### config.mk
export PLATFORM = sky130hd
export DESIGN_NAME = acs_ctrl
export DESIGN_NICKNAME = d
export VERILOG_FILES = /design/src/core/acs_clkgen.v /design/src/core/acs_fifo.v /design/src/core/acs_ctrl.v
export VERILOG_INCLUDE_DIRS = /design/src /design/src/core
export SDC_FILE = /design/constraint.sdc
export NUM_CORES = 1
export LEC_CHECK = 0
export ABC_CLOCK_PERIOD_IN_PS = 3700
export BUFFER_PORTS_ARGS = -buffer_cell sky130_fd_sc_hd__buf_4
export CORE_UTILIZATION = 45
export DETAILED_ROUTE_END_ITERATION = 7
export GPL_TIMING_DRIVEN = 0
export PLACE_DENSITY = 0.68
export SLEW_MARGIN = 20
export SYNTH_ARGS = -nofsm -noshare
export SYNTH_HDL_FRONTEND = slang
export SYNTH_SLANG_ARGS = --single-unit
### constraint.sdc
create_clock -name mclk_i -period 3.7 [get_ports mclk_i]
set_clock_uncertainty 0.1 [all_clocks]
set_input_delay 0.185 -clock mclk_i [delete_from_list [all_inputs] [get_ports mclk_i]]
set_output_delay 0.185 -clock mclk_i [all_outputs]
set_load 0.02 [all_outputs]
### src/core/acs_map.vh
`ifndef ACS_MAP_VH
`define ACS_MAP_VH
// How it works
// - Serial input bits are taken on the rising serial clock edge.
// - Once a frame is clocked, ready/data-out pin changes only on falling serial clock edges.
// - Outside data shifting, pin low means a result waits to be read.
// - Chip select is active low; serial activity is ignored while high.
// - Off-nominal external clock scales data rate and notches proportionally.
// - Mains select zero picks the higher oscillator, one the lower.
// - Input sampling rate is the system clock divided by ten.
// - The oscillator, or the external clock when control register one selects it, gives the system clock; all timing divides from it.
// - Buffer enable bit of control register one switches the input buffer.
// - Polarity bit picks unipolar or bipolar transfer function.
// - Continuous codes 100 to 111 give 60 to 480 or 50 to 400 sps.
// - Single-cycle codes 000 to 111 give 1 to 120 or 0.833 to 100 sps.
// - Four auxiliary pins have direction and level set over the serial port.
// - Single-shot bit zero is continuous, one is single conversion.
// - Continuous mode discards three conversions to settle after a change.
// - Chip select high releases the pin; chip select low drives it again.

// Master clock and oscillators, in Hz
`define ACS_MCLK_HZ 64'd125000000
`define ACS_OSC_HI_HZ 64'd2457600
`define ACS_OSC_LO_HZ 64'd2048000
`define ACS_NCO_W 24
`define ACS_SMP_DIV 4'h9

// Serial frame
`define ACS_CMD_BITS 6'h08
`define ACS_WR_BITS 6'h10
`define ACS_CMD_RD 7
`define ACS_WORD_W 24

// Register addresses
`define ACS_ADR_DATA 3'h0
`define ACS_ADR_CR1 3'h1
`define ACS_ADR_AUX 3'h2
`define ACS_ADR_RATE 3'h3

// Control register one fields
`define ACS_CR1_SSHOT 0
`define ACS_CR1_UNIP 1
`define ACS_CR1_BUF 2
`define ACS_CR1_MAINS 3
`define ACS_CR1_EXT 4
`define ACS_CR1_RST 8'h00
`define ACS_AUX_RST 8'h00
`define ACS_RATE_RST 8'h00
`define ACS_RATE_STOP 7

// Modulator samples per single-cycle conversion, by rate code
`define ACS_SMP_R0 18'h3C000
`define ACS_SMP_R1 18'h18000
`define ACS_SMP_R2 18'h0C000
`define ACS_SMP_R3 18'h06000
`define ACS_SMP_R4 18'h04000
`define ACS_SMP_R5 18'h02000
`define ACS_SMP_R6 18'h01000
`define ACS_SMP_R7 18'h00800
`define ACS_CONT_SHIFT 2
`define ACS_SETTLE 2'h3
`endif

### src/core/acs_clkgen.v
`include "acs_map.vh"
module acs_clkgen #(
	parameter NCO_W = `ACS_NCO_W
) (
	// Clock and reset
	input wire mclk_i,
	input wire rst_b_i,
	input wire ce_i,
	// Source selection
	input wire ext_sel_i,
	input wire mains_sel_i,
	input wire ext_clk_i,
	// Ticks
	output reg sys_tick_o,
	output reg sample_tick_o
);
	localparam [63:0] INC_HI = (`ACS_OSC_HI_HZ << NCO_W) / `ACS_MCLK_HZ;
	localparam [63:0] INC_LO = (`ACS_OSC_LO_HZ << NCO_W) / `ACS_MCLK_HZ;
	reg [NCO_W-1:0] acc_reg;
	reg ext_prev_reg;
	reg [3:0] div_reg;
	wire [NCO_W-1:0] inc;
	wire [NCO_W:0] sum;
	// Phase accumulator stands in for the trimmed oscillator; jitter is one mclk
	assign inc = mains_sel_i ? INC_LO[NCO_W-1:0] : INC_HI[NCO_W-1:0];
	assign sum = {1'b0, acc_reg} + {1'b0, inc};
	always @(posedge mclk_i) begin
		if (!rst_b_i) begin
			acc_reg <= {NCO_W{1'b0}};
			ext_prev_reg <= 1'b0;
			div_reg <= 4'h0;
			sys_tick_o <= 1'b0;
			sample_tick_o <= 1'b0;
		end else if (ce_i) begin
			acc_reg <= sum[NCO_W-1:0];
			ext_prev_reg <= ext_clk_i;
			// External edges replace the oscillator, so rates follow its frequency
			sys_tick_o <= ext_sel_i ? (ext_clk_i & ~ext_prev_reg) : sum[NCO_W];
			sample_tick_o <= 1'b0;
			if (sys_tick_o) begin
				if (div_reg == `ACS_SMP_DIV) begin
					div_reg <= 4'h0;
					sample_tick_o <= 1'b1;
				end else begin
					div_reg <= div_reg + 4'h1;
				end
			end
		end
	end
endmodule

### src/core/acs_fifo.v
module acs_fifo #(
	parameter W = 24,
	parameter D = 16,
	parameter AW = 4
) (
	// Clock and reset
	input wire mclk_i,
	input wire rst_b_i,
	input wire ce_i,
	// Fill side
	input wire in_valid_i,
	output wire in_ready_o,
	input wire [W-1:0] in_data_i,
	// Drain side
	output wire out_valid_o,
	input wire out_ready_i,
	output wire [W-1:0] out_data_o
);
	reg [W-1:0] mem [0:D-1];
	reg [AW-1:0] wr_reg;
	reg [AW-1:0] rd_reg;
	reg [AW:0] cnt_reg;
	wire push;
	wire pop;
	genvar i;
	assign in_ready_o = (cnt_reg != D[AW:0]);
	assign out_valid_o = (cnt_reg != {(AW+1){1'b0}});
	assign out_data_o = mem[rd_reg];
	assign push = in_valid_i & in_ready_o;
	assign pop = out_valid_o & out_ready_i;
	generate
		for (i = 0; i < D; i = i + 1) begin : g_ent
			localparam [AW-1:0] IDX = i;
			always @(posedge mclk_i) begin
				if (ce_i && push && wr_reg == IDX) begin
					mem[i] <= in_data_i;
				end
			end
		end
	endgenerate
	always @(posedge mclk_i) begin
		if (!rst_b_i) begin
			wr_reg <= {AW{1'b0}};
			rd_reg <= {AW{1'b0}};
			cnt_reg <= {(AW+1){1'b0}};
		end else if (ce_i) begin
			if (push) begin
				wr_reg <= (wr_reg == D[AW-1:0] - 1'b1) ? {AW{1'b0}} : wr_reg + 1'b1;
			end
			if (pop) begin
				rd_reg <= (rd_reg == D[AW-1:0] - 1'b1) ? {AW{1'b0}} : rd_reg + 1'b1;
			end
			if (push && !pop) begin
				cnt_reg <= cnt_reg + 1'b1;
			end else if (pop && !push) begin
				cnt_reg <= cnt_reg - 1'b1;
			end
		end
	end
endmodule

### src/core/acs_ctrl.v
`include "acs_map.vh"
module acs_ctrl #(
	parameter CONV_DIV_SHIFT = 0,
	parameter FIFO_DEPTH = 16,
	parameter FIFO_AW = 4
) (
	// Clock, reset, enable
	input wire mclk_i,
	input wire rst_b_i,
	input wire ce_i,
	// Serial port
	input wire sclk_i,
	input wire cs_b_i,
	input wire din_i,
	output reg rdy_dout_o,
	output reg rdy_dout_oe_o,
	// External clock
	input wire ext_clk_i,
	// Auxiliary pins
	input wire [3:0] aux_io_i,
	output reg [3:0] aux_io_o,
	output reg [3:0] aux_io_oe_o,
	// Converter core
	input wire [23:0] filter_data_i,
	output wire sample_tick_o,
	output reg conv_start_o,
	output reg input_buffer_enable_o,
	output reg unipolar_o,
	output reg mains_freq_select_o,
	output reg ext_clock_select_o,
	output reg single_shot_mode_o,
	output reg [2:0] active_rate_o,
	output reg busy_o
);
	localparam ST_IDLE = 1'b0;
	localparam ST_RUN = 1'b1;
	localparam W = `ACS_WORD_W;

	// Serial state
	reg sclk_prev_reg;
	reg [5:0] bit_cnt_reg;
	reg [7:0] sh_in_reg;
	reg [7:0] cmd_reg;
	reg [W-1:0] out_sh_reg;
	reg shifting_reg;
	reg [4:0] out_cnt_reg;
	reg pop_reg;

	// Written registers
	reg [7:0] control_reg_one;
	reg [7:0] aux_reg;
	reg [7:0] rate_reg;
	reg start_reg;
	reg stop_reg;

	// Conversion state
	reg state_reg;
	reg run_reg;
	reg [17:0] conv_cnt_reg;
	reg [17:0] target_reg;
	reg [1:0] drop_reg;
	reg push_reg;
	reg [W-1:0] push_data_reg;

	// Combinational
	reg [17:0] smp_next;
	reg [W-1:0] rd_word;
	reg [W-1:0] result;
	wire rise;
	wire fall;
	wire [7:0] byte_in;
	wire fifo_in_ready;
	wire fifo_out_valid;
	wire [W-1:0] fifo_out_data;
	wire rdy_level;

	assign rise = sclk_i & ~sclk_prev_reg;
	assign fall = ~sclk_i & sclk_prev_reg;
	assign byte_in = {sh_in_reg[6:0], din_i};
	assign rdy_level = ~fifo_out_valid;

	acs_clkgen #(
		.NCO_W(`ACS_NCO_W)
	) u_clk (
		.mclk_i(mclk_i),
		.rst_b_i(rst_b_i),
		.ce_i(ce_i),
		.ext_sel_i(ext_clock_select_o),
		.mains_sel_i(mains_freq_select_o),
		.ext_clk_i(ext_clk_i),
		.sys_tick_o(),
		.sample_tick_o(sample_tick_o)
	);

	acs_fifo #(
		.W(W),
		.D(FIFO_DEPTH),
		.AW(FIFO_AW)
	) u_fifo (
		.mclk_i(mclk_i),
		.rst_b_i(rst_b_i),
		.ce_i(ce_i),
		.in_valid_i(push_reg),
		.in_ready_o(fifo_in_ready),
		.in_data_i(push_data_reg),
		.out_valid_o(fifo_out_valid),
		.out_ready_i(pop_reg),
		.out_data_o(fifo_out_data)
	);

	// Samples per conversion from the pending configuration
	always @* begin
		case (rate_reg[2:0])
			3'h0: smp_next = `ACS_SMP_R0;
			3'h1: smp_next = `ACS_SMP_R1;
			3'h2: smp_next = `ACS_SMP_R2;
			3'h3: smp_next = `ACS_SMP_R3;
			3'h4: smp_next = `ACS_SMP_R4;
			3'h5: smp_next = `ACS_SMP_R5;
			3'h6: smp_next = `ACS_SMP_R6;
			3'h7: smp_next = `ACS_SMP_R7;
			default: smp_next = `ACS_SMP_R0;
		endcase
		// Continuous runs four times faster; codes below 100 fall back to 100
		if (!control_reg_one[`ACS_CR1_SSHOT]) begin
			if (!rate_reg[2]) begin
				smp_next = `ACS_SMP_R4;
			end
			smp_next = smp_next >> `ACS_CONT_SHIFT;
		end
		smp_next = smp_next >> CONV_DIV_SHIFT;
		if (smp_next == 18'h00000) begin
			smp_next = 18'h00001;
		end
	end

	// Word returned by a read frame
	always @* begin
		case (byte_in[6:4])
			`ACS_ADR_DATA: rd_word = fifo_out_valid ? fifo_out_data : {W{1'b0}};
			`ACS_ADR_CR1: rd_word = {control_reg_one, 16'h0000};
			`ACS_ADR_AUX: rd_word = {aux_reg[7:4], aux_io_i, 16'h0000};
			`ACS_ADR_RATE: rd_word = {run_reg, state_reg, fifo_out_valid, 2'h0,
				rate_reg[2:0], 16'h0000};
			default: rd_word = {W{1'b0}};
		endcase
	end

	// Unipolar range clamps below-zero codes to zero
	always @* begin
		result = filter_data_i;
		if (unipolar_o && filter_data_i[W-1]) begin
			result = {W{1'b0}};
		end
	end

	// Serial port
	always @(posedge mclk_i) begin
		if (!rst_b_i) begin
			sclk_prev_reg <= 1'b0;
			bit_cnt_reg <= 6'h00;
			sh_in_reg <= 8'h00;
			cmd_reg <= 8'h00;
			out_sh_reg <= {W{1'b0}};
			shifting_reg <= 1'b0;
			out_cnt_reg <= 5'h00;
			pop_reg <= 1'b0;
			rdy_dout_o <= 1'b1;
			rdy_dout_oe_o <= 1'b0;
			control_reg_one <= `ACS_CR1_RST;
			aux_reg <= `ACS_AUX_RST;
			rate_reg <= `ACS_RATE_RST;
			start_reg <= 1'b0;
			stop_reg <= 1'b0;
			aux_io_o <= 4'h0;
			aux_io_oe_o <= 4'h0;
		end else if (ce_i) begin
			sclk_prev_reg <= sclk_i;
			pop_reg <= 1'b0;
			start_reg <= 1'b0;
			stop_reg <= 1'b0;
			rdy_dout_oe_o <= ~cs_b_i;
			aux_io_o <= aux_reg[3:0];
			aux_io_oe_o <= aux_reg[7:4];
			if (cs_b_i) begin
				// Frame aborted or ended: drop any partial command
				bit_cnt_reg <= 6'h00;
				shifting_reg <= 1'b0;
				out_cnt_reg <= 5'h00;
				rdy_dout_o <= rdy_level;
			end else begin
				// Before the first clock edge the pin follows ready live
				if (bit_cnt_reg == 6'h00 && !shifting_reg) begin
					rdy_dout_o <= rdy_level;
				end
				if (rise) begin
					sh_in_reg <= byte_in;
					if (bit_cnt_reg != 6'h3F) begin
						bit_cnt_reg <= bit_cnt_reg + 6'h01;
					end
					if (bit_cnt_reg == `ACS_CMD_BITS - 6'h01) begin
						cmd_reg <= byte_in;
						if (byte_in[`ACS_CMD_RD]) begin
							out_sh_reg <= rd_word;
							shifting_reg <= 1'b1;
							out_cnt_reg <= 5'h00;
							if (byte_in[6:4] == `ACS_ADR_DATA) begin
								pop_reg <= fifo_out_valid;
							end
						end
					end
					if (bit_cnt_reg == `ACS_WR_BITS - 6'h01 && !cmd_reg[`ACS_CMD_RD]) begin
						case (cmd_reg[6:4])
							`ACS_ADR_CR1: control_reg_one <= byte_in;
							`ACS_ADR_AUX: aux_reg <= byte_in;
							`ACS_ADR_RATE: begin
								rate_reg <= byte_in;
								start_reg <= ~byte_in[`ACS_RATE_STOP];
								stop_reg <= byte_in[`ACS_RATE_STOP];
							end
							default: begin
							end
						endcase
					end
				end
				if (fall && bit_cnt_reg != 6'h00) begin
					// Host samples on the next rising edge
					if (shifting_reg) begin
						rdy_dout_o <= out_sh_reg[W-1];
						out_sh_reg <= {out_sh_reg[W-2:0], 1'b0};
						out_cnt_reg <= out_cnt_reg + 5'h01;
						if (out_cnt_reg == W[4:0] - 5'h01) begin
							shifting_reg <= 1'b0;
						end
					end else begin
						rdy_dout_o <= rdy_level;
					end
				end
			end
		end
	end

	// Conversion sequencer
	always @(posedge mclk_i) begin
		if (!rst_b_i) begin
			state_reg <= ST_IDLE;
			run_reg <= 1'b0;
			conv_cnt_reg <= 18'h00000;
			target_reg <= 18'h00001;
			drop_reg <= 2'h0;
			push_reg <= 1'b0;
			push_data_reg <= {W{1'b0}};
			conv_start_o <= 1'b0;
			busy_o <= 1'b0;
			input_buffer_enable_o <= 1'b0;
			unipolar_o <= 1'b0;
			mains_freq_select_o <= 1'b0;
			ext_clock_select_o <= 1'b0;
			single_shot_mode_o <= 1'b0;
			active_rate_o <= 3'h0;
		end else if (ce_i) begin
			push_reg <= 1'b0;
			conv_start_o <= 1'b0;
			if (start_reg) begin
				run_reg <= 1'b1;
				if (!control_reg_one[`ACS_CR1_SSHOT]) begin
					drop_reg <= `ACS_SETTLE;
				end
			end else if (stop_reg) begin
				run_reg <= 1'b0;
			end
			case (state_reg)
				ST_IDLE: begin
					// Full FIFO holds off the next conversion
					if (run_reg && fifo_in_ready && !stop_reg) begin
						input_buffer_enable_o <= control_reg_one[`ACS_CR1_BUF];
						unipolar_o <= control_reg_one[`ACS_CR1_UNIP];
						mains_freq_select_o <= control_reg_one[`ACS_CR1_MAINS];
						ext_clock_select_o <= control_reg_one[`ACS_CR1_EXT];
						single_shot_mode_o <= control_reg_one[`ACS_CR1_SSHOT];
						active_rate_o <= rate_reg[2:0];
						target_reg <= smp_next;
						conv_cnt_reg <= 18'h00000;
						conv_start_o <= 1'b1;
						busy_o <= 1'b1;
						state_reg <= ST_RUN;
					end
				end
				ST_RUN: begin
					if (sample_tick_o) begin
						if (conv_cnt_reg == target_reg - 18'h00001) begin
							busy_o <= 1'b0;
							state_reg <= ST_IDLE;
							if (drop_reg != 2'h0 && !single_shot_mode_o) begin
								drop_reg <= drop_reg - 2'h1;
							end else begin
								push_reg <= 1'b1;
								push_data_reg <= result;
							end
							if (single_shot_mode_o && !start_reg) begin
								run_reg <= 1'b0;
							end
						end else begin
							conv_cnt_reg <= conv_cnt_reg + 18'h00001;
						end
					end
				end
				default: begin
					state_reg <= ST_IDLE;
				end
			endcase
		end
	end
endmodule

==> flow_summary.toml <==
[synthesis]
synth.largest_area_cell = "edfxtp_1"
synth-edff-count = 384
synthesis.nets = 1747
synthCells = 1688
synth_top_cells_by_area = "edfxtp_1 48%, dfxtp_1 17%, mux4_2 9.8%"
postSynthAreaPerCell_um2 = 14.1
ys_ff_latch = 586
syn_area_um2 = 23800
yosysWarnings = 0
synth_cell_types = 69
async_flop_share_pct = 0
synth_top_area_share_pct = 48.4
synth_flop_cell = "edfxtp_1"
yosysSeqAreaShare_pct = 65.4

[clock_tree]
cts_root_buf = "clkbuf_16"
cts_setup_buffers = 0
clkSlewWorstSetupHoldPaths_ps = 60
cts_sinks = 586
cts_made_buffers = 58
cts_max_level = 2
cts-resized-gates = 0
tritoncts = "done"
cts-hold-fix-buffers = 30
clk_latency_ps = 640
clockBufferDepth = 3

[outcome]
status = "finished clean"

[pwr]
p_per_area_nw_per_um2 = 468
seqPwrFrac_pct = 53.4
p_total_mw = 13.0
clkPwrFrac_pct = 44.3
irDropWorstVdd_uv = 366
switching_power_mw = 2.70
p_int_mw = 10.3
p_comb_share_pct = 2.3
swShare_pct = 20.8
p_leak_nw = 10.3

[detailed_routing]
drc = 0
ant_nets = 0
vias = 15100
first_pass_iters = 5
drt_iter0_drc = 1580
wirelength_um = 57400
via_per_inst = 5.85
wl_per_cell_um = 22.2

[final_layout]
largest_reg_flops = 384
final_cell_mix = "384 x edfxtp_1, 202 x dfxtp_1, 143 x nor2_1, 118 x nand2_1, 104 x mux4_2"
final_common_cell = "edfxtp_1"
drive_gt1_share_pct = 16.4
fin_util_pct = 53.6
diodes = 0
nets = 1915
fin_cells = 2586
area_growth_pct = 16.5
top_register = "u_fifo.mem"
fin_area_um2 = 27800

[global_routing]
gr-total-overflow = 0
grt_pass1_wl_um = 88200
grt_usage_pct = 21.6
grt_pass1_vias = 15000
grt_max_degree = 20
antenna_found_initial = 1

[timing]
fin_setup_tns_ps = 0
finalHoldViolCount = 0
rsz0062_at_grt = "no"
setup_viol = 0
post-route-period-util_pct = 95.7
drv_slew = 0
fin_hold_ws_ps = 63.9
tightest_slew_ps = 1130
max_freq_mhz = 282
relSlewSlack_pct = 24.8
layout_setup_ws_ps = 158
period_minus_slack_ps = 3540

[floorplanning]
die_y_um = 232
dieArea_um2 = 53900
start_util_pct = 46.0
die_width_um = 232
pin_count = 56
rows = 83
core_area_um2 = 51800

[critical_path]
rr_endpoint = "push_data_reg[22]"
path_max_fanout = 10
start_kind = "flop"
cp.required_ps = 4070
crit_path_end_kind = "flop"
r2r_setup_slack_ps = 160
path_class = "flop to flop"
r2r_cells = 9
crit_arrival_ps = 3920
r2r-start = "target_reg[11]"

[placement]
dpl_cell_area_um2 = 25600
hpwl_um = 38600
gp_congestion = 0.908
dpl.cell_count = 2446
dp_slack_ps = 198
io_buffers = 54

[min_path]
hold_depth = 4
hold_start = "aux_io_i[3]"
min_path_type = "input port to flop"
hold_end = "out_sh_reg[19]"

[run]
drv_cap = 0
worst max-delay path: stages, from the launching register on:
cell     delay [ps]
dfxtp_1         360
or4_4           570
o21a_1          190
nor4_1          270
nor4b_4         450
nand4_1         550
buf_2           410
buf_2           270
nand3_1         120
o21ai_0         100
cell families (layout without fill, tap and decap cells):
| group | count (synthesis) | in the layout | share of synthesized area (%) |
|---|---|---|---|
| flops | 586 | 586 | 65.4 |
| xor+xnor | 46 | 46 | 1.69 |
| mux | 173 | 173 | 12.8 |
| simple gates | 463 | 463 | 9.22 |
| buf+inv | 120 | 338 | 2.02 |
| fa+ha+maj | 24 | 24 | 1.29 |
| compound gates | 276 | 276 | 7.66 |
worst max-delay path by stage:
stage / start / endpoint / slack (ps) / cells past startpoint
finish: target_reg[11] / push_data_reg[22] / 160 / 9
detailed placement: flop / out_sh_reg[5] / 200 / 9
global placement: ce_i / u_fifo.mem[0][8] / -1820 / 6
floorplan: u_fifo.cnt_reg[0] / u_fifo.mem[3][0] / 340 / 6
CTS: flop / out_sh_reg[5] / 160 / 9
global route: flop / out_sh_reg[5] / 3 / 9
power by group through the flow:
stage / clock network (mW) / registers (mW) / logic [mW]
2_1_floorplan: 0 / 7.07 / 0.174
3_3_place_gp: 0 / 7.07 / 0.270
3_5_place_dp: 0 / 7.07 / 0.274
4_1_cts: 5.83 / 6.93 / 0.301
5_1_grt: 6.10 / 6.93 / 0.332
6_report: 5.75 / 6.93 / 0.302
layout make-up:
type                       instances  area (um^2)
fill                            4146        24100
sequential                       586        15600
multi-input combinational        982         7890
clock buffer                      90         1660
timing repair buffer             108         1100
tap                              680          851
buffer                            98          400
clock inverter                    20          200
inverter                          22         82.6
metal layers:
layer / wire length (um) / up-vias / part of all wire [%] / global-route usage [%]
met5: 0 / - / 0 / 0
met4: 1580 / 0 / 2.8 / 7.28
met3: 4180 / 118 / 7.3 / 3.86
met2: 27700 / 588 / 48 / 35.7
met1: 23900 / 7583 / 42 / 28.9
li1: - / 6835 / - / -
synth_stat cells (24+ instances only):
cell	instances
nand2_1	118
o21ai_0	44
mux4_2	104
nor2_1	155
a21oi_1	87
dfxtp_1	202
edfxtp_1	384
nor2b_1	26
nand3_1	51
xnor2_1	32
a211oi_1	24
mux2i_1	64
clkbuf_1	72
(Power assumes the default switching activity.)
